File: config.mk
export PLATFORM = sky130hd
export DESIGN_NAME = pdcb_bank
export DESIGN_NICKNAME = d
export VERILOG_FILES = /design/src/pdcb_pkg.sv /design/src/pdcb_bank.sv /design/src/pdcb_ratio_decode.sv
export VERILOG_INCLUDE_DIRS = /design/src
export SDC_FILE = /design/constraint.sdc
export NUM_CORES = 1
export LEC_CHECK = 0
export ABC_AREA = 1
export BUFFER_PORTS_ARGS = -buffer_cell sky130_fd_sc_hd__clkbuf_2
export CORE_MARGIN = 2
export CORE_UTILIZATION = 33
export DETAILED_ROUTE_END_ITERATION = 8
export HOLD_SLACK_MARGIN = 0.15
export SLEW_MARGIN = 40
export SYNTH_ARGS = -nofsm -noshare
export SYNTH_HDL_FRONTEND = slang
export SYNTH_SLANG_ARGS = --single-unit
File: constraint.sdc
create_clock -name i_sys_clk -period 3 [get_ports i_sys_clk]
set_clock_uncertainty 0.05 [all_clocks]
set_input_delay 0.3 -clock i_sys_clk [delete_from_list [all_inputs] [get_ports i_sys_clk]]
set_output_delay 0.3 -clock i_sys_clk [all_outputs]
set_load 0.02 [all_outputs]
File: src/pdcb_defs.svh
// Register offsets, field positions, reset values and widths of the divider bank
`ifndef PDCB_DEFS_SVH
`define PDCB_DEFS_SVH

`define PDCB_ADDR_W          8
`define PDCB_DATA_W          8

`define PDCB_OFS_S1_REF      8'h34
`define PDCB_OFS_S1_FB       8'h35
`define PDCB_OFS_S2_REF      8'h36
`define PDCB_OFS_S2_FB       8'h37
`define PDCB_OFS_S1_CTRL     8'h38

`define PDCB_REF_W           3
`define PDCB_FB_W            5
`define PDCB_POST_W          3
`define PDCB_REF_LSB         0
`define PDCB_FB_LSB          0
`define PDCB_POST_LSB        2
`define PDCB_POST_MSB        4

`define PDCB_RST_REF         3'h0
`define PDCB_RST_FB          5'h00
`define PDCB_RST_POST        3'h7

// Ratio output widths: reference up to 8, feedback up to 32, post up to 8
`define PDCB_REF_RATIO_W     4
`define PDCB_FB_RATIO_W      6
`define PDCB_POST_RATIO_W    4

`endif

File: src/pdcb_pkg.sv
// Types shared by the divider configuration bank
package pdcb_pkg;
   typedef struct packed {
      logic       bypass;
      logic [3:0] ratio;
   } pdcb_ref_type;

   typedef struct packed {
      logic       bypass;
      logic [5:0] ratio;
   } pdcb_fb_type;

   typedef struct packed {
      logic [7:0] addr;
      logic [7:0] wdata;
      logic       wr;
      logic       rd;
   } pdcb_bus_type;
endpackage

File: src/pdcb_bank.sv
// Divider configuration bank for two synthesizers
//
// Overview of operation
// - Synth 1 reference divider: bits 2..0, zero bypasses, n divides by n+1, reset 0.
// - Synth 1 feedback divider: bits 4..0, zero bypasses, n divides by n+1, reset 0.
// - Synth 2 reference divider: bits 2..0, zero bypasses, n divides by n+1, reset 0.
// - Synth 2 feedback divider: bits 4..0, zero bypasses, n divides by n+1, reset 0.
// - Synth 1 post-divider code at bits 4..2, reset 7; codes 0,1 give 2, 2 gives 3.
//
// Strobed register access is this design's own decision.
`include "pdcb_defs.svh"

module pdcb_bank (
   input  wire logic                          i_sys_clk,
   input  wire logic                          i_srst,
   input  wire pdcb_pkg::pdcb_bus_type        i_bus,
   output logic [`PDCB_DATA_W-1:0]            o_rdata,
   output logic                               o_rvalid,
   output pdcb_pkg::pdcb_ref_type             o_synth1_ref,
   output pdcb_pkg::pdcb_fb_type              o_synth1_fb,
   output pdcb_pkg::pdcb_ref_type             o_synth2_ref,
   output pdcb_pkg::pdcb_fb_type              o_synth2_fb,
   output logic [`PDCB_POST_RATIO_W-1:0]      o_synth1_post
);
   import pdcb_pkg::*;

   // ***************************************************************
   // Register storage
   // ***************************************************************
   logic [`PDCB_REF_W-1:0]   synth1_ref_ratio_r;
   logic [`PDCB_FB_W-1:0]    synth1_fb_ratio_r;
   logic [`PDCB_REF_W-1:0]   synth2_ref_ratio_r;
   logic [`PDCB_FB_W-1:0]    synth2_fb_ratio_r;
   logic [`PDCB_POST_W-1:0]  synth1_post_ratio_r;
   logic [`PDCB_DATA_W-1:0]  rdata_nxt;
   logic [`PDCB_DATA_W-1:0]  rdata_r;
   logic                     rvalid_r;
   logic                     wr_s1_ref;
   logic                     wr_s1_fb;
   logic                     wr_s2_ref;
   logic                     wr_s2_fb;
   logic                     wr_s1_ctrl;
   logic [`PDCB_REF_W-1:0]   synth1_ref_ratio_nxt;
   logic [`PDCB_FB_W-1:0]    synth1_fb_ratio_nxt;
   logic [`PDCB_REF_W-1:0]   synth2_ref_ratio_nxt;
   logic [`PDCB_FB_W-1:0]    synth2_fb_ratio_nxt;
   logic [`PDCB_POST_W-1:0]  synth1_post_ratio_nxt;
   pdcb_ref_type             synth1_ref_nxt;
   pdcb_ref_type             synth1_ref_r;
   pdcb_fb_type              synth1_fb_nxt;
   pdcb_fb_type              synth1_fb_r;
   pdcb_ref_type             synth2_ref_nxt;
   pdcb_ref_type             synth2_ref_r;
   pdcb_fb_type              synth2_fb_nxt;
   pdcb_fb_type              synth2_fb_r;
   logic [`PDCB_POST_RATIO_W-1:0] synth1_post_nxt;
   logic [`PDCB_POST_RATIO_W-1:0] synth1_post_r;

   // ***************************************************************
   // Write decode: one strobe per mapped register
   // ***************************************************************
   assign wr_s1_ref  = i_bus.wr && (i_bus.addr == `PDCB_OFS_S1_REF);
   assign wr_s1_fb   = i_bus.wr && (i_bus.addr == `PDCB_OFS_S1_FB);
   assign wr_s2_ref  = i_bus.wr && (i_bus.addr == `PDCB_OFS_S2_REF);
   assign wr_s2_fb   = i_bus.wr && (i_bus.addr == `PDCB_OFS_S2_FB);
   assign wr_s1_ctrl = i_bus.wr && (i_bus.addr == `PDCB_OFS_S1_CTRL);

   // ***************************************************************
   // Next field codes
   // ***************************************************************
   // Reset is synchronous, so it folds into the next-value select: the code
   // register and its registered decode load from one source and never
   // disagree for a cycle. Reserved bits are not stored at all.
   always_comb
   begin
      synth1_ref_ratio_nxt = synth1_ref_ratio_r;
      if (i_srst)
         synth1_ref_ratio_nxt = `PDCB_RST_REF;
      else if (wr_s1_ref)
         synth1_ref_ratio_nxt = i_bus.wdata[`PDCB_REF_W-1:`PDCB_REF_LSB];
   end

   always_comb
   begin
      synth1_fb_ratio_nxt = synth1_fb_ratio_r;
      if (i_srst)
         synth1_fb_ratio_nxt = `PDCB_RST_FB;
      else if (wr_s1_fb)
         synth1_fb_ratio_nxt = i_bus.wdata[`PDCB_FB_W-1:`PDCB_FB_LSB];
   end

   always_comb
   begin
      synth2_ref_ratio_nxt = synth2_ref_ratio_r;
      if (i_srst)
         synth2_ref_ratio_nxt = `PDCB_RST_REF;
      else if (wr_s2_ref)
         synth2_ref_ratio_nxt = i_bus.wdata[`PDCB_REF_W-1:`PDCB_REF_LSB];
   end

   always_comb
   begin
      synth2_fb_ratio_nxt = synth2_fb_ratio_r;
      if (i_srst)
         synth2_fb_ratio_nxt = `PDCB_RST_FB;
      else if (wr_s2_fb)
         synth2_fb_ratio_nxt = i_bus.wdata[`PDCB_FB_W-1:`PDCB_FB_LSB];
   end

   // Control bits 1..0 are not kept here; only the post-divider code is
   always_comb
   begin
      synth1_post_ratio_nxt = synth1_post_ratio_r;
      if (i_srst)
         synth1_post_ratio_nxt = `PDCB_RST_POST;
      else if (wr_s1_ctrl)
         synth1_post_ratio_nxt = i_bus.wdata[`PDCB_POST_MSB:`PDCB_POST_LSB];
   end

   // ***************************************************************
   // Read path: data one cycle after the strobe, zeros elsewhere
   // ***************************************************************
   always_comb
   begin
      rdata_nxt = '0;
      // Reserved and unmapped bits read as zero; software must not rely on them
      unique case (i_bus.addr)
         `PDCB_OFS_S1_REF:  rdata_nxt[`PDCB_REF_W-1:0] = synth1_ref_ratio_r;
         `PDCB_OFS_S1_FB:   rdata_nxt[`PDCB_FB_W-1:0]  = synth1_fb_ratio_r;
         `PDCB_OFS_S2_REF:  rdata_nxt[`PDCB_REF_W-1:0] = synth2_ref_ratio_r;
         `PDCB_OFS_S2_FB:   rdata_nxt[`PDCB_FB_W-1:0]  = synth2_fb_ratio_r;
         `PDCB_OFS_S1_CTRL: rdata_nxt[`PDCB_POST_MSB:`PDCB_POST_LSB] = synth1_post_ratio_r;
         default:           rdata_nxt = '0;
      endcase
   end

   always_ff @(posedge i_sys_clk)
   begin
      if (i_srst)
      begin
         rdata_r  <= '0;
         rvalid_r <= 1'b0;
      end
      else
      begin
         rdata_r  <= i_bus.rd ? rdata_nxt : '0;
         rvalid_r <= i_bus.rd;
      end
   end

   assign o_rdata  = rdata_r;
   assign o_rvalid = rvalid_r;

   // ***************************************************************
   // Ratio decode
   // ***************************************************************
   pdcb_ratio_decode #(.CODE_W(`PDCB_REF_W), .RATIO_W(`PDCB_REF_RATIO_W)) u_s1_ref (
      .i_code   (synth1_ref_ratio_nxt),
      .o_bypass (synth1_ref_nxt.bypass),
      .o_ratio  (synth1_ref_nxt.ratio)
   );

   pdcb_ratio_decode #(.CODE_W(`PDCB_FB_W), .RATIO_W(`PDCB_FB_RATIO_W)) u_s1_fb (
      .i_code   (synth1_fb_ratio_nxt),
      .o_bypass (synth1_fb_nxt.bypass),
      .o_ratio  (synth1_fb_nxt.ratio)
   );

   pdcb_ratio_decode #(.CODE_W(`PDCB_REF_W), .RATIO_W(`PDCB_REF_RATIO_W)) u_s2_ref (
      .i_code   (synth2_ref_ratio_nxt),
      .o_bypass (synth2_ref_nxt.bypass),
      .o_ratio  (synth2_ref_nxt.ratio)
   );

   pdcb_ratio_decode #(.CODE_W(`PDCB_FB_W), .RATIO_W(`PDCB_FB_RATIO_W)) u_s2_fb (
      .i_code   (synth2_fb_ratio_nxt),
      .o_bypass (synth2_fb_nxt.bypass),
      .o_ratio  (synth2_fb_nxt.ratio)
   );

   // Codes 0 and 1 both give 2; codes above 2 are assumed to continue as n+1
   always_comb
   begin
      if (synth1_post_ratio_nxt <= `PDCB_POST_W'(1))
         synth1_post_nxt = `PDCB_POST_RATIO_W'(2);
      else
         synth1_post_nxt = `PDCB_POST_RATIO_W'(synth1_post_ratio_nxt)
                           + `PDCB_POST_RATIO_W'(1);
   end

   // ***************************************************************
   // Field registers: code for readback, ratio for the synthesizer
   // ***************************************************************
   // The ratio is decoded from the next code and stored beside it, so the
   // synthesizer sees flop outputs at no extra cycle of latency
   always_ff @(posedge i_sys_clk)
   begin
      synth1_ref_ratio_r <= synth1_ref_ratio_nxt;
      synth1_ref_r       <= synth1_ref_nxt;
   end

   always_ff @(posedge i_sys_clk)
   begin
      synth1_fb_ratio_r <= synth1_fb_ratio_nxt;
      synth1_fb_r       <= synth1_fb_nxt;
   end

   always_ff @(posedge i_sys_clk)
   begin
      synth2_ref_ratio_r <= synth2_ref_ratio_nxt;
      synth2_ref_r       <= synth2_ref_nxt;
   end

   always_ff @(posedge i_sys_clk)
   begin
      synth2_fb_ratio_r <= synth2_fb_ratio_nxt;
      synth2_fb_r       <= synth2_fb_nxt;
   end

   always_ff @(posedge i_sys_clk)
   begin
      synth1_post_ratio_r <= synth1_post_ratio_nxt;
      synth1_post_r       <= synth1_post_nxt;
   end

   assign o_synth1_ref  = synth1_ref_r;
   assign o_synth1_fb   = synth1_fb_r;
   assign o_synth2_ref  = synth2_ref_r;
   assign o_synth2_fb   = synth2_fb_r;
   assign o_synth1_post = synth1_post_r;
endmodule

File: src/pdcb_ratio_decode.sv
// Turns a divider code into bypass flag and divide ratio (code n divides by n+1)
module pdcb_ratio_decode #(
   parameter int CODE_W  = 3,
   parameter int RATIO_W = 4
) (
   input  wire logic [CODE_W-1:0]  i_code,
   output logic                    o_bypass,
   output logic [RATIO_W-1:0]      o_ratio
);
   // Bypass reports a ratio of one so downstream math stays uniform
   assign o_bypass = (i_code == '0);
   assign o_ratio  = o_bypass ? RATIO_W'(1) : RATIO_W'(i_code) + RATIO_W'(1);
endmodule
Word level (Yosys, flattened, before mapping)
Index checks and enable logic that the tools add are counted.
Widths: inputs -> output; s select.
{ "word_totals": {"regBits": 56, "word_cells": 52} }
{ "classes": {"add_sub_neg": 5, "n_lt_le_gt_ge": 1, "eq_ne": 5, "n_mux": 13, "n_bitwise": 1, "n_reduce_logical": 10} }
{ "op_table": {"columns": ["cell", "count"], "rows": [
  ["$eq 8x6->1 const B", 5],
  ["$mux 5", 4],
  ["$mux 3", 6],
  ["$add 3x1->4 const B", 3],
  ["$add 5x1->6 const B", 2],
  ["$logic_not 5->1", 2],
  ["$pmux 2 s4", 1],
  ["$logic_not 3->1", 2],
  ["$pmux 2 s3", 1],
  ["$logic_and 1x1->1", 5],
  ["$pmux 1 s5", 1],
  ["$le 3x1->1 const B", 1],
  ["$reduce_or 2->1", 1],
  ["$not 1->1", 1]
]} }

Logic depth before layout (Yosys ltp)
Gate-level depths: netlist of the first run.
{ "depth": {"depth_word": 5, "depth_mapped": 15, "mapped_depth_nobuf": 14} }

Cells and area by module
Synthesis of the first run repeated with hierarchy kept, for this count alone.
{ "unflattened": {"cells_unflattened": 305, "area_unflattened_um2": 2388.5} }
{ "modules_own_cells": {"columns": ["mod", "instances", "cells_per_inst", "area_each_um2"], "rows": [
  ["pdcb_bank", 1, 221, 1933.1],
  ["pdcb_ratio_decode at u_s1_fb ...", 2, 27, 132.6],
  ["pdcb_ratio_decode at u_s1_ref ...", 2, 15, 95.1]
]} }

Least setup slack after synthesis of the first run
OpenSTA, ideal clock, no wires.
{ "synth_timing": {"path_type": "input -> register", "from": "in i_bus[15] (netlist name)", "to": "reg synth1_ref_r, in the netlist o_synth1_ref[2]", "setup_time_ns": 0.109, "t_arrival_ns": 1.502, "t_required_ns": 2.841, "slack_ns": 1.340, "path_stages": 13, "path_buffers": 1, "path_cell_list": "nand2_1 -> nor2_4 -> buf_6 -> nand4_4 -> o21ai_1 -> inv_1 -> nand2_1 -> inv_1 -> ha_1 -> nand2_1 -> nand2_1 -> nand2_1 -> inv_1"} }
{ "synth_via": {"elab_chain_cells": 5, "elab_cells_between_ends": 6} }
{ "synth_lines": {"columns": ["item", "line", "text"], "rows": [
  ["from (decl)", "pdcb_bank.sv:16", "input wire pdcb_pkg::pdcb_bus_type i_bus,"],
  ["$eq 8x6->1 (*)", null, null],
  ["$logic_and 1x1->1 (*)", "pdcb_bank.sv:62", "assign wr_s1_ref = i_bus.wr && (i_bus.addr == `PDCB_OFS_S1_REF);"],
  ["$mux 3 (*)", "pdcb_bank.sv:79", "else if (wr_s1_ref)"],
  ["$mux 3 (*)", "pdcb_bank.sv:77", "if (i_srst)"],
  ["named net synth1_ref_ratio_nxt[0]", "pdcb_bank.sv:43", "logic [`PDCB_REF_W-1:0] synth1_ref_ratio_nxt;"],
  ["$add 3x1->4 or $logic_not 3->1 (tied branches)", "pdcb_ratio_decode.sv:12, pdcb_ratio_decode.sv:11", null],
  ["to (signal assigned)", "pdcb_bank.sv:199", "synth1_ref_r <= synth1_ref_nxt;"],
  ["to (decl)", "pdcb_bank.sv:49", "pdcb_ref_type synth1_ref_r;"]
]} }
The timed path passes the listed nets; every way through them passes the cells marked *.
A chain may end at the register's enable or synchronous reset.

Worst setup path after layout of the first run
{ "layout_timing": {"from": "in i_bus[13] (netlist name)", "to": "reg synth1_fb_r, in the netlist o_synth1_fb[4]"} }
{ "layout_via": {"elab_chain_cells": 5, "elab_cells_between_ends": 6} }
{ "layout_lines": {"columns": ["item", "line", "text"], "rows": [
  ["$eq 8x6->1 (*)", null, null],
  ["$logic_and 1x1->1 (*)", "pdcb_bank.sv:63", "assign wr_s1_fb = i_bus.wr && (i_bus.addr == `PDCB_OFS_S1_FB);"],
  ["$mux 5 (*)", "pdcb_bank.sv:88", "else if (wr_s1_fb)"],
  ["$mux 5 (*)", "pdcb_bank.sv:86", "if (i_srst)"],
  ["named net synth1_fb_ratio_nxt[0]", "pdcb_bank.sv:44", "logic [`PDCB_FB_W-1:0] synth1_fb_ratio_nxt;"],
  ["$add 5x1->6 or $logic_not 5->1 (tied branches)", "pdcb_ratio_decode.sv:12, pdcb_ratio_decode.sv:11", null],
  ["to (signal assigned)", "pdcb_bank.sv:205", "synth1_fb_r <= synth1_fb_nxt;"],
  ["to (decl)", "pdcb_bank.sv:51", "pdcb_fb_type synth1_fb_r;"]
]} }
Marks and branches as above.

==> results of run 1 <==
## Yosys cell counts, types with 3 or more instances
| master | count | area, sq um |
|---|---|---|
| sky130_fd_sc_hd__buf_6 | 3 | 33.8 |
| sky130_fd_sc_hd__nand4_1 | 14 | 87.6 |
| sky130_fd_sc_hd__nand3_2 | 5 | 50.1 |
| sky130_fd_sc_hd__nor3_1 | 3 | 15.0 |
| sky130_fd_sc_hd__buf_2 | 3 | 15.0 |
| sky130_fd_sc_hd__nand2_1 | 86 | 323 |
| sky130_fd_sc_hd__nor2_1 | 24 | 90.1 |
| sky130_fd_sc_hd__inv_2 | 3 | 11.3 |
| sky130_fd_sc_hd__nor2_2 | 6 | 37.5 |
| sky130_fd_sc_hd__buf_4 | 3 | 22.5 |
| sky130_fd_sc_hd__dfxtp_1 | 53 | 1060 |
| sky130_fd_sc_hd__nor2_4 | 9 | 101 |
| sky130_fd_sc_hd__o22ai_1 | 3 | 18.8 |
| sky130_fd_sc_hd__nand3_1 | 19 | 95.1 |
| sky130_fd_sc_hd__inv_1 | 63 | 236 |
| sky130_fd_sc_hd__o21ai_1 | 7 | 35.0 |
| sky130_fd_sc_hd__nand2_2 | 9 | 56.3 |
| sky130_fd_sc_hd__ha_1 | 10 | 125 |
## kinds of logic (layout without fill, tap and decap cells)
kind of cell / count (synthesis) / count (layout)
flops: 53 / 53
fa+ha+maj: 10 / 10
buf+inv: 76 / 126
compound gates: 16 / 16
simple gates: 178 / 178
other cells: 1 / 3
## worst max-delay path, cell delays in order
cell	delay [ns]
sky130_fd_sc_hd__clkbuf_2	0.08
sky130_fd_sc_hd__inv_1	0.07
sky130_fd_sc_hd__nand2_2	0.09
sky130_fd_sc_hd__nor2_2	0.38
sky130_fd_sc_hd__nand3_2	0.20
sky130_fd_sc_hd__nand2_1	0.10
sky130_fd_sc_hd__nand2_1	0.08
sky130_fd_sc_hd__nor2_2	0.19
sky130_fd_sc_hd__ha_1	0.20
sky130_fd_sc_hd__nand3_1	0.12
sky130_fd_sc_hd__o21ai_1	0.14
sky130_fd_sc_hd__nand2_1	0.06
## cell type report
cell class	instances	area share
multi-input combinational	207	0.389
inverter	66	0.0844
tap	99	0.0422
sequential	53	0.361
timing repair buffer	53	0.0929
clock buffer	6	0.0281
clock inverter	1	0.00256
## stage by stage
step	instances	power, uW	setup slack [ns]	utilization	hold slack (ns)
after detailed placement	478	786	0.852	0.388	0.474
after CTS	485	1200	1.17	0.401	0.246
after global routing	485	1240	0.844	0.401	0.273
after global placement	478	786	0.854	0.388	0.463
final	485	1180	1.16	0.401	0.266
after floorplan	336	766	1.34	-	0.324
## registers in the layout, summed over array words and instances, names as in the netlist
name	flops
o_synth1_fb	7
o_synth1_post	4
synth1_fb_ratio_r	5
o_rvalid	1
o_rdata	5
o_synth2_fb	7
synth1_post_ratio_r	3
synth1_ref_ratio_r	3
o_synth1_ref	5
synth2_ref_ratio_r	3
o_synth2_ref	5
synth2_fb_ratio_r	5
## worst max-delay path by stage
stage | startpoint | endpoint | slack, ns | cells past startpoint
6_report | i_bus[13] | o_synth1_fb[4] | 1.16 | 12
3_5_place_dp | i_bus[13] | o_synth1_fb[4] | 0.85 | 12
3_3_place_gp | i_bus[13] | o_synth1_fb[4] | 0.85 | 12
5_1_grt | i_bus[11] | o_synth1_fb[4] | 0.84 | 12
4_1_cts | i_bus[13] | o_synth1_fb[4] | 1.17 | 12
2_1_floorplan | i_bus[15] | o_synth1_ref[2] | 1.34 | 13
## layer usage
metal | vias to the layer above | share of wire | track usage
met4 | 0 | 0.014 | 0.0417
li1 | 1120 | - | -
met5 | - | 0 | 0
met1 | 869 | 0.49 | 0.174
met2 | 54 | 0.41 | 0.193
met3 | 8 | 0.081 | 0.0340
## where the power goes
group / switching (uW) / total (uW) / internal, uW
Sequential: 0.569 / 705 / 705
Combinational: 46.6 / 64.3 / 17.7
Clock: 227 / 410 / 183
==> impl_metrics.xml, run 1 <==
<?xml version="1.0" encoding="UTF-8"?>
<metrics>
  <group name="final_layout">
    <metric name="multi_input_comb_area" unit="sq um">1140</metric>
    <metric name="layout-area-overhead-vs-synth" unit="%">16.2</metric>
    <metric name="layout.cells.most_common" unit="">sky130_fd_sc_hd__nand2_1</metric>
    <metric name="regArea" unit="sq um">1060</metric>
    <metric name="layout-drive-gt1-share" unit="">0.249</metric>
    <metric name="insertedDiodeCount" unit="">0</metric>
    <metric name="commonest_cells_after_routing_fill_and_taps_aside" unit="">sky130_fd_sc_hd__nand2_1 (86), sky130_fd_sc_hd__inv_1 (63), sky130_fd_sc_hd__dfxtp_1 (53), sky130_fd_sc_hd__clkbuf_2 (50), sky130_fd_sc_hd__nor2_1 (24)</metric>
    <metric name="final.fill_count" unit="">753</metric>
    <metric name="finish.net_count" unit="">416</metric>
    <metric name="fin_area" unit="sq um">2940</metric>
  </group>
  <group name="die">
    <metric name="dieArea" unit="sq um">8380</metric>
    <metric name="top_level_ports" unit="">57</metric>
    <metric name="start_util" unit="">0.345</metric>
    <metric name="die_span_in_y" unit="um">91.5</metric>
    <metric name="core_area" unit="sq um">7330</metric>
    <metric name="rows" unit="">31</metric>
    <metric name="die_w" unit="um">91.5</metric>
  </group>
  <group name="placed_design">
    <metric name="hpwlAfterDp" unit="mm">3.94</metric>
    <metric name="post_dp_cell_area" unit="sq um">2850</metric>
    <metric name="numPortBuffers" unit="">50</metric>
    <metric name="gp_congestion" unit="">0.897</metric>
  </group>
  <group name="power">
    <metric name="power_per_cell_area" unit="nW/um^2">402</metric>
    <metric name="static-leakage-power" unit="uW">0.00153</metric>
    <metric name="peakVddDrop" unit="uV">206</metric>
  </group>
  <group name="worst_setup_path">
    <metric name="critical_path.startpoint_type" unit="">primary input</metric>
    <metric name="worst_setup_path_type" unit="">primary input to register</metric>
    <metric name="number_of_cells_traversed_by_the_worst_register_to_register_path" unit="">8</metric>
    <metric name="crit_fanout" unit="">11</metric>
    <metric name="ff2ff_setup_slack" unit="ns">1.65</metric>
    <metric name="req_time_crit_path" unit="ns">3.15</metric>
    <metric name="regToRegEndpoint" unit="">o_synth1_fb[4]</metric>
    <metric name="cp-end-kind" unit="">register</metric>
    <metric name="crit_arrival" unit="ns">1.99</metric>
    <metric name="worstReg2RegStart" unit="">synth1_fb_ratio_r[0]</metric>
  </group>
  <group name="synthesis">
    <metric name="average_size_of_a_mapped_cell" unit="sq um">7.57</metric>
    <metric name="synth-main-ff-cell" unit="">sky130_fd_sc_hd__dfxtp_1</metric>
    <metric name="synthArstFlopShare" unit="">0</metric>
    <metric name="netlist-cell-type-count" unit="">26</metric>
    <metric name="mappedNetlistArea" unit="sq um">2530</metric>
    <metric name="synth-simple-area-share" unit="">0.361</metric>
    <metric name="count_of_yosys_warnings_during_synthesis" unit="">0</metric>
    <metric name="synth-compound-area-share" unit="">0.0366</metric>
    <metric name="synth_xor_area_frac" unit="">0</metric>
    <metric name="synth_enable_flop_cells" unit="">0</metric>
    <metric name="synth.area.mux_share" unit="">0</metric>
    <metric name="dominant_combinational_cell_family_by_area_after_synthesis" unit="">simple AND/OR/NAND/NOR gates</metric>
    <metric name="synthesis.instances" unit="">334</metric>
    <metric name="yosys.area_share.adder" unit="">0.0495</metric>
    <metric name="synth_sequential_area_ratio" unit="">0.420</metric>
    <metric name="yosys_register_bits" unit="">53</metric>
  </group>
  <group name="timing">
    <metric name="final_period_minus_worst_setup_slack" unit="ns">1.84</metric>
    <metric name="layout_worst_path_cycle_share" unit="">0.613</metric>
    <metric name="rsz0062_at_grt" unit="">no</metric>
    <metric name="final-setup-viol-count" unit="">0</metric>
    <metric name="achievable-frequency" unit="MHz">544</metric>
    <metric name="final-max-slew-violation-count" unit="">0</metric>
    <metric name="report.final.hold_viol_count" unit="">0</metric>
    <metric name="fin_tns_setup" unit="ns">0</metric>
  </group>
  <group name="global_route">
    <metric name="grt_overflow" unit="">0</metric>
    <metric name="antenna_found_initial" unit="">0</metric>
    <metric name="grt_pass1_wl" unit="mm">8.56</metric>
    <metric name="via_count_of_the_first_global_routing_pass" unit="">1928</metric>
    <metric name="largest_net_degree_at_the_start_of_global_routing" unit="">20</metric>
    <metric name="grt_usage" unit="">0.127</metric>
  </group>
  <group name="drt">
    <metric name="drt_iter0_markers" unit="">87</metric>
    <metric name="wire_per_inst" unit="um">10.1</metric>
    <metric name="antenna_violating_nets_remaining" unit="">0</metric>
    <metric name="total_wire_length_after_detailed_routing" unit="mm">4.92</metric>
    <metric name="firstDrtPassIters" unit="">4</metric>
    <metric name="viasPerCell" unit="">4.23</metric>
    <metric name="detail_route.drc_violations" unit="">0</metric>
    <metric name="num_vias" unit="">2051</metric>
  </group>
  <group name="cts">
    <metric name="post_cts_resize_count" unit="">0</metric>
    <metric name="cts.sinks" unit="">53</metric>
    <metric name="clk_root_buffer_cell" unit="">sky130_fd_sc_hd__clkbuf_8</metric>
    <metric name="hold_fix_buffers_cts" unit="">0</metric>
    <metric name="postCtsSetupBuffers" unit="">0</metric>
    <metric name="clk_pin_slew_worst_paths" unit="ns">0.09</metric>
    <metric name="cts_buffer_depth" unit="">2</metric>
    <metric name="cts_inserted_buffers" unit="">5</metric>
    <metric name="h_tree_depth" unit="">2</metric>
    <metric name="cts_tree" unit="">done</metric>
    <metric name="clock_latency" unit="ns">0.30</metric>
  </group>
  <group name="min_path">
    <metric name="hold_start" unit="">i_bus[0]</metric>
    <metric name="hold_end" unit="">o_rdata[1]</metric>
    <metric name="min_delay_path_depth" unit="">3</metric>
    <metric name="holdCritPathClass" unit="">primary input to register</metric>
  </group>
  <group name="run_status">
    <metric name="run_status" unit="">completed</metric>
  </group>
  <group name="run">
    <metric name="cap_violations" unit="">0</metric>
  </group>
</metrics>
(Power assumes the default switching activity.)
==> inputs of run 2 (changes only) <==
--- a/config.mk
+++ b/config.mk
@@ -6,7 +6,7 @@
 export SDC_FILE = /design/constraint.sdc
 export NUM_CORES = 1
 export LEC_CHECK = 0
-export ABC_AREA = 1
+export ABC_AREA = 0
 export BUFFER_PORTS_ARGS = -buffer_cell sky130_fd_sc_hd__clkbuf_2
 export CORE_MARGIN = 2
 export CORE_UTILIZATION = 33
==> constraint.sdc (replaced) <==
create_clock -name i_sys_clk -period 1.8 [get_ports i_sys_clk]
set_clock_uncertainty 0.05 [all_clocks]
set_input_delay 0.18 -clock i_sys_clk [delete_from_list [all_inputs] [get_ports i_sys_clk]]
set_output_delay 0.18 -clock i_sys_clk [all_outputs]
set_load 0.02 [all_outputs]
==> run 2 against run 1 <==
The run now ends with negative setup slack left. Sequential cell count unchanged. Sequential share of layout area decreased by 6.9 points. Sequential power increased by 67%. Die area increased by 4.8%. Register-to-register slack got worse by 1.4 ns. Cell count decreased by 2.5%. Cell area increased by 24%. Utilization increased by 6.6 points. Setup slack got worse by 1.2 ns.
==> impl_metrics.xml, run 2 <==
<?xml version="1.0" encoding="UTF-8"?>
<metrics>
  <group name="die">
    <metric name="start_util" unit="">0.342</metric>
    <metric name="rows" unit="">32</metric>
    <metric name="die_span_in_y" unit="um">93.7</metric>
    <metric name="top_level_ports" unit="">57</metric>
    <metric name="die_w" unit="um">93.7</metric>
    <metric name="core_area" unit="sq um">7770</metric>
    <metric name="dieArea" unit="sq um">8780</metric>
  </group>
  <group name="cts">
    <metric name="clock_latency" unit="ns">0.30</metric>
    <metric name="h_tree_depth" unit="">2</metric>
    <metric name="cts.sinks" unit="">53</metric>
    <metric name="clk_root_buffer_cell" unit="">sky130_fd_sc_hd__clkbuf_8</metric>
    <metric name="cts_inserted_buffers" unit="">5</metric>
    <metric name="cts_buffer_depth" unit="">2</metric>
    <metric name="clk_pin_slew_worst_paths" unit="ns">0.09</metric>
    <metric name="cts_tree" unit="">done</metric>
  </group>
  <group name="timing">
    <metric name="final_period_minus_worst_setup_slack" unit="ns">1.87</metric>
    <metric name="report.final.hold_viol_count" unit="">0</metric>
    <metric name="hold-worst-slack" unit="ns">0.243</metric>
    <metric name="achievable-frequency" unit="MHz">535</metric>
    <metric name="final-setup-viol-count" unit="">6</metric>
    <metric name="post-route-worst-setup-slack" unit="ns">-0.0684</metric>
    <metric name="layout_worst_path_cycle_share" unit="">1.04</metric>
    <metric name="rsz0062_at_grt" unit="">yes</metric>
    <metric name="final-max-slew-violation-count" unit="">0</metric>
  </group>
  <group name="run">
    <metric name="cap_violations" unit="">0</metric>
  </group>
  <group name="final_layout">
    <metric name="count_of_placed_standard_cells_in_the_final_layout_fillers_left_out" unit="">473</metric>
    <metric name="fin_area" unit="sq um">3630</metric>
    <metric name="finish.net_count" unit="">401</metric>
    <metric name="layout-area-overhead-vs-synth" unit="%">36.6</metric>
    <metric name="layout.cells.most_common" unit="">sky130_fd_sc_hd__buf_4</metric>
    <metric name="final.fill_count" unit="">772</metric>
    <metric name="insertedDiodeCount" unit="">0</metric>
    <metric name="layout-drive-gt1-share" unit="">0.434</metric>
    <metric name="commonest_cells_after_routing_fill_and_taps_aside" unit="">sky130_fd_sc_hd__buf_4 (56), sky130_fd_sc_hd__dfxtp_1 (53), sky130_fd_sc_hd__clkbuf_2 (49), sky130_fd_sc_hd__nor2_1 (17)</metric>
  </group>
  <group name="synthesis">
    <metric name="average_size_of_a_mapped_cell" unit="sq um">9.76</metric>
    <metric name="mappedNetlistArea" unit="sq um">2660</metric>
    <metric name="synth_area_leaders" unit="">sky130_fd_sc_hd__dfxtp_1 (40%), sky130_fd_sc_hd__mux2i_1 (6.4%), sky130_fd_sc_hd__ha_1 (4.7%)</metric>
    <metric name="synth_enable_flop_cells" unit="">0</metric>
    <metric name="netlist-cell-type-count" unit="">64</metric>
    <metric name="synth_top_cells_by_count" unit="">sky130_fd_sc_hd__dfxtp_1 (53), sky130_fd_sc_hd__nor2_1 (18), sky130_fd_sc_hd__mux2i_1 (17), sky130_fd_sc_hd__inv_1 (16), sky130_fd_sc_hd__or2_2 (12)</metric>
    <metric name="yosys_register_bits" unit="">53</metric>
    <metric name="cell_with_the_most_instances_after_synthesis" unit="">sky130_fd_sc_hd__dfxtp_1</metric>
    <metric name="synth_top_area_frac" unit="">0.400</metric>
    <metric name="synthArstFlopShare" unit="">0</metric>
    <metric name="synth_sequential_area_ratio" unit="">0.400</metric>
    <metric name="synth-main-ff-cell" unit="">sky130_fd_sc_hd__dfxtp_1</metric>
    <metric name="yosys_top_cell_by_area" unit="">sky130_fd_sc_hd__dfxtp_1</metric>
    <metric name="count_of_yosys_warnings_during_synthesis" unit="">0</metric>
    <metric name="synthesis.instances" unit="">272</metric>
  </group>
  <group name="global_route">
    <metric name="grt_pass1_wl" unit="mm">10.7</metric>
    <metric name="via_count_of_the_first_global_routing_pass" unit="">2238</metric>
    <metric name="antenna_found_initial" unit="">0</metric>
    <metric name="grt_overflow" unit="">0</metric>
    <metric name="largest_net_degree_at_the_start_of_global_routing" unit="">17</metric>
    <metric name="grt_usage" unit="">0.153</metric>
  </group>
  <group name="placed_design">
    <metric name="hpwlAfterDp" unit="mm">5.14</metric>
    <metric name="numPlacedInstances" unit="">461</metric>
    <metric name="numPortBuffers" unit="">50</metric>
    <metric name="gp_congestion" unit="">0.877</metric>
    <metric name="post_dp_cell_area" unit="sq um">3390</metric>
  </group>
  <group name="worst_setup_path">
    <metric name="crit_arrival" unit="ns">2.01</metric>
    <metric name="worst_setup_path_type" unit="">primary input to register</metric>
    <metric name="critical_path.startpoint_type" unit="">primary input</metric>
    <metric name="crit_fanout" unit="">4</metric>
    <metric name="req_time_crit_path" unit="ns">1.95</metric>
    <metric name="cp-end-kind" unit="">register</metric>
  </group>
  <group name="drt">
    <metric name="drt-met1-wl" unit="mm">3.16</metric>
    <metric name="met2RoutedLength" unit="mm">3.20</metric>
    <metric name="viasPerCell" unit="">5.00</metric>
    <metric name="detail_route.drc_violations" unit="">0</metric>
    <metric name="num_vias" unit="">2363</metric>
    <metric name="antenna_violating_nets_remaining" unit="">0</metric>
    <metric name="firstDrtPassIters" unit="">4</metric>
    <metric name="topRoutingLayerUsed" unit="">met4</metric>
    <metric name="routed-wl-met3" unit="um">230</metric>
    <metric name="total_wire_length_after_detailed_routing" unit="mm">6.68</metric>
    <metric name="drt_iter0_markers" unit="">135</metric>
    <metric name="wire_per_inst" unit="um">14.1</metric>
  </group>
  <group name="power">
    <metric name="power_per_cell_area" unit="nW/um^2">589</metric>
    <metric name="power.switching_fraction" unit="">0.225</metric>
    <metric name="cellInternalPower" unit="uW">1650</metric>
    <metric name="peakVddDrop" unit="uV">391</metric>
    <metric name="power_frac_seq" unit="">0.551</metric>
    <metric name="power_frac_comb" unit="">0.085</metric>
    <metric name="netSwitchingPower" unit="uW">480</metric>
    <metric name="static-leakage-power" unit="uW">0.00158</metric>
    <metric name="report.power.total" unit="uW">2140</metric>
    <metric name="clkPwrFrac" unit="">0.364</metric>
  </group>
  <group name="run_status">
    <metric name="failed_checks" unit="">negative setup slack</metric>
    <metric name="run_status" unit="">complete, but fails checks</metric>
  </group>
  <group name="min_path">
    <metric name="holdCritPathClass" unit="">primary input to register</metric>
  </group>
</metrics>
run 2: timing repair:
item | CTS | global route
endpoints found under the setup margin | 13 | 15
hold endpoints to repair | 4 | 0
buffers inserted | 1 | 3
hold buffers | 1 | 0
gates resized for setup | 8 | 15
pin swaps | 3 | 4
run 2: final timing paths:
kind | start | endpoint | slack, ns | depth (start not counted)
max | i_bus[17] | o_synth1_ref[0] | -0.07 | 7
min reg2reg | synth1_post_ratio_r[2] | o_rdata[4] | 0.46 | 2
min | i_bus[10] | o_rdata[3] | 0.24 | 3
max reg2reg | synth2_fb_ratio_r[0] | o_synth2_fb[2] | 0.22 | 6
run 2: cell type report:
| cell class | instances | area [sq um] | area share |
|---|---|---|---|
| inverters | 18 | 67.6 | 0.0186 |
| well taps | 102 | 128 | 0.0352 |
| clock buffers | 5 | 68.8 | 0.0190 |
| clock inverters | 2 | 35.0 | 0.00966 |
| repair buffers | 111 | 736 | 0.203 |
| multi-input cells | 182 | 1530 | 0.422 |
| flip-flops and latches | 53 | 1060 | 0.293 |
run 2: kinds of logic after synthesis:
| logic type | share of synthesized area |
|---|---|
| muxes | 0.121 |
| buffers and inverters | 0.0697 |
| adders and majority gates | 0.0471 |
| other | 0.00141 |
| and+or+nand+nor | 0.215 |
| DFF | 0.400 |
| AOI/OAI and AO/OA | 0.146 |
run 2: per-stage QoR:
stage | setup TNS [ns] | util | setup slack [ns]
6_report | -0.267 | 0.467 | -0.0684
5_1_grt | -1.47 | 0.467 | -0.168
4_1_cts | -0.251 | 0.456 | -0.0882
3_5_place_dp | -8.36 | 0.437 | -0.479
3_3_place_gp | -7.29 | 0.437 | -0.423
2_1_floorplan | -1.68 | - | -0.315
run 2: critical path, stage by stage:
cell and delay [ns]:
sky130_fd_sc_hd__clkbuf_2 0.11, sky130_fd_sc_hd__nand4bb_2 0.31, sky130_fd_sc_hd__or4_4 0.52, sky130_fd_sc_hd__mux2i_1 0.16
sky130_fd_sc_hd__or2_2 0.31, sky130_fd_sc_hd__ha_4 0.17, sky130_fd_sc_hd__a211o_1 0.25
run 2: power groups by stage:
| stage | logic (uW) | registers [uW] | clock network [uW] |
|---|---|---|---|
| 3_3_place_gp | 165 | 1200 | 0 |
| 5_1_grt | 196 | 1180 | 840 |
| 6_report | 182 | 1180 | 777 |
| 3_5_place_dp | 166 | 1200 | 0 |
| 4_1_cts | 171 | 1180 | 795 |
| 2_1_floorplan | 87.0 | 1210 | 0 |
run 2: metal layers:
metal / vias to the layer above / GRT usage
met5: - / 0
li1: 1176 / -
met2: 53 / 0.243
met1: 1126 / 0.212
met4: 0 / 0.0568
met3: 8 / 0.0185
==> inputs of run 3 (changes only) <==
--- a/config.mk
+++ b/config.mk
@@ -9,7 +9,8 @@
 export ABC_AREA = 0
 export BUFFER_PORTS_ARGS = -buffer_cell sky130_fd_sc_hd__clkbuf_2
 export CORE_MARGIN = 2
-export CORE_UTILIZATION = 33
+export CORE_UTILIZATION = 40
+export CTS_CLUSTER_DIAMETER = 100
 export DETAILED_ROUTE_END_ITERATION = 8
 export HOLD_SLACK_MARGIN = 0.15
 export SLEW_MARGIN = 40
==> run 3 against run 2 <==
The flow still finishes with violations (negative setup slack). Sequential cell count stayed put. Wire length is 1.9% lower. Combinational power hardly changed. Maximum frequency is 1.7% higher. Sequential power hardly changed. Clock power is 12% lower. Via count is 0.93% lower. Setup slack better by 0.031 ns. Cell area hardly changed. Non-clock buffer count stayed put. First-iteration DRC count is 21% higher. Largest cell class unchanged.
==> impl_metrics.xml, run 3 (synthesis gave the netlist of run 2 again) <==
<?xml version="1.0" encoding="UTF-8"?>
<metrics>
  <group name="timing">
    <metric name="final_period_minus_worst_setup_slack" unit="ns">1.84</metric>
    <metric name="hold-worst-slack" unit="ns">0.257</metric>
    <metric name="achievable-frequency" unit="MHz">544</metric>
    <metric name="post-route-worst-setup-slack" unit="ns">-0.0374</metric>
    <metric name="report.final.hold_viol_count" unit="">0</metric>
    <metric name="final-setup-viol-count" unit="">1</metric>
    <metric name="final-max-slew-violation-count" unit="">0</metric>
    <metric name="rsz0062_at_grt" unit="">yes</metric>
    <metric name="layout_worst_path_cycle_share" unit="">1.02</metric>
  </group>
  <group name="final_layout">
    <metric name="insertedDiodeCount" unit="">0</metric>
    <metric name="layout.cells.most_common" unit="">sky130_fd_sc_hd__buf_4</metric>
    <metric name="commonest_cells_after_routing_fill_and_taps_aside" unit="">sky130_fd_sc_hd__buf_4 (56), sky130_fd_sc_hd__dfxtp_1 (53), sky130_fd_sc_hd__clkbuf_2 (49), sky130_fd_sc_hd__nor2_1 (17), sky130_fd_sc_hd__mux2i_1 (15)</metric>
    <metric name="layout-drive-gt1-share" unit="">0.447</metric>
    <metric name="layout-area-overhead-vs-synth" unit="%">36.7</metric>
    <metric name="finish.net_count" unit="">401</metric>
    <metric name="fin_area" unit="sq um">3630</metric>
  </group>
  <group name="run_status">
    <metric name="run_status" unit="">complete, but fails checks</metric>
    <metric name="failed_checks" unit="">negative setup slack</metric>
  </group>
  <group name="cts">
    <metric name="cts.sinks" unit="">53</metric>
    <metric name="clk_root_buffer_cell" unit="">sky130_fd_sc_hd__clkbuf_8</metric>
    <metric name="clk_pin_slew_worst_paths" unit="ns">0.09</metric>
    <metric name="cts_tree" unit="">done</metric>
    <metric name="clock_latency" unit="ns">0.31</metric>
    <metric name="h_tree_depth" unit="">2</metric>
    <metric name="cts_buffer_depth" unit="">2</metric>
    <metric name="cts_inserted_buffers" unit="">5</metric>
  </group>
  <group name="min_path">
    <metric name="min_delay_path_depth" unit="">3</metric>
    <metric name="holdCritPathClass" unit="">primary input to register</metric>
  </group>
  <group name="worst_setup_path">
    <metric name="number_of_cells_traversed_by_the_worst_register_to_register_path" unit="">6</metric>
    <metric name="critical_path.startpoint_type" unit="">primary input</metric>
    <metric name="worst_setup_path_type" unit="">primary input to register</metric>
    <metric name="crit_arrival" unit="ns">2.03</metric>
    <metric name="ff2ff_setup_slack" unit="ns">0.21</metric>
    <metric name="crit_fanout" unit="">3</metric>
    <metric name="cp-end-kind" unit="">register</metric>
    <metric name="req_time_crit_path" unit="ns">1.99</metric>
    <metric name="regToRegEndpoint" unit="">o_synth2_fb[2]</metric>
    <metric name="timing.critical_path.to" unit="">o_synth2_fb[2]</metric>
    <metric name="critical_path_source" unit="">i_bus[16]</metric>
    <metric name="worstReg2RegStart" unit="">synth2_fb_ratio_r[1]</metric>
  </group>
  <group name="die">
    <metric name="rows" unit="">29</metric>
    <metric name="start_util" unit="">0.416</metric>
    <metric name="top_level_ports" unit="">57</metric>
    <metric name="die_w" unit="um">85.5</metric>
    <metric name="dieArea" unit="sq um">7310</metric>
    <metric name="die_span_in_y" unit="um">85.5</metric>
    <metric name="core_area" unit="sq um">6390</metric>
  </group>
  <group name="drt">
    <metric name="firstDrtPassIters" unit="">4</metric>
    <metric name="drt_iter0_markers" unit="">164</metric>
    <metric name="total_wire_length_after_detailed_routing" unit="mm">6.55</metric>
    <metric name="detail_route.drc_violations" unit="">0</metric>
    <metric name="antenna_violating_nets_remaining" unit="">0</metric>
    <metric name="num_vias" unit="">2341</metric>
    <metric name="wire_per_inst" unit="um">14.6</metric>
    <metric name="viasPerCell" unit="">5.23</metric>
  </group>
  <group name="power">
    <metric name="static-leakage-power" unit="uW">0.00157</metric>
    <metric name="power_per_cell_area" unit="nW/um^2">564</metric>
    <metric name="peakVddDrop" unit="uV">358</metric>
  </group>
  <group name="placed_design">
    <metric name="gp_congestion" unit="">0.836</metric>
    <metric name="numPortBuffers" unit="">50</metric>
    <metric name="pre_cts_ws" unit="ns">-0.427</metric>
    <metric name="hpwlAfterDp" unit="mm">4.88</metric>
    <metric name="post_dp_cell_area" unit="sq um">3330</metric>
  </group>
  <group name="global_route">
    <metric name="via_count_of_the_first_global_routing_pass" unit="">2235</metric>
    <metric name="grt_usage" unit="">0.187</metric>
    <metric name="grt_pass1_wl" unit="mm">10.8</metric>
    <metric name="antenna_found_initial" unit="">0</metric>
    <metric name="grt_overflow" unit="">0</metric>
    <metric name="largest_net_degree_at_the_start_of_global_routing" unit="">15</metric>
  </group>
  <group name="run">
    <metric name="cap_violations" unit="">0</metric>
  </group>
</metrics>
## run 3: critical path: stages
cell and delay, ns:
sky130_fd_sc_hd__buf_6 0.09, sky130_fd_sc_hd__buf_6 0.10, sky130_fd_sc_hd__nor4bb_4 0.24, sky130_fd_sc_hd__buf_4 0.17
sky130_fd_sc_hd__nand3_4 0.10, sky130_fd_sc_hd__mux2i_2 0.18, sky130_fd_sc_hd__or2_4 0.25, sky130_fd_sc_hd__ha_4 0.16
sky130_fd_sc_hd__or3_1 0.34, sky130_fd_sc_hd__o41a_1 0.12, sky130_fd_sc_hd__o211ai_1 0.08
## run 3: stage by stage
step	TNS, ns	utilization	std cells	total power [uW]
after floorplan	-1.68	-	274	1290
after global placement	-5.69	0.522	432	1370
after detailed placement	-6.45	0.522	432	1370
after CTS	-0.160	0.542	441	2050
after global routing	-0.562	0.568	448	2130
final	-0.0374	0.568	448	2050
## run 3: what timing repair did
action	4_1_cts	5_1_grt
buffers inserted	1	8
endpoints found under the hold margin	4	0
hold buffers	1	0
pin swaps	3	10
setup endpoints to repair	7	12
gates resized for setup	8	25
## run 3: per-layer routing
metal,global-route usage,share of wire
met1,0.262,0.45
met2,0.296,0.49
met3,0.0311,0.047
met4,0.0548,0.013
met5,0,0
## run 3: area by class of cell
cell class | instances | area, sq um
Fill cell | 593 | 2760
Inverter | 18 | 70.1
Tap cell | 77 | 96.3
Clock buffer | 7 | 86.3
Sequential cell | 53 | 1060
Timing Repair Buffer | 111 | 732
Multi-Input combinational cell | 182 | 1580
## run 3: power breakdown
| group | internal, uW | leakage, uW | switching (uW) |
|---|---|---|---|
| Clock | 306 | 0.0000443 | 381 |
| Sequential | 1170 | 0.000428 | 1.02 |
| Combinational | 75.6 | 0.00110 | 110 |
## run 3: how the worst min path moves through the flow
stage	from	end	slack (ns)
6_report	i_bus[6]	synth1_post_ratio_r[2]	0.26
3_3_place_gp	i_bus[0]	o_rvalid	0.42
4_1_cts	i_bus[6]	synth1_post_ratio_r[2]	0.24
3_5_place_dp	synth1_post_ratio_r[1]	o_rdata[3]	0.43
2_1_floorplan	i_bus[0]	o_rvalid	0.31
5_1_grt	i_bus[6]	synth1_post_ratio_r[2]	0.27
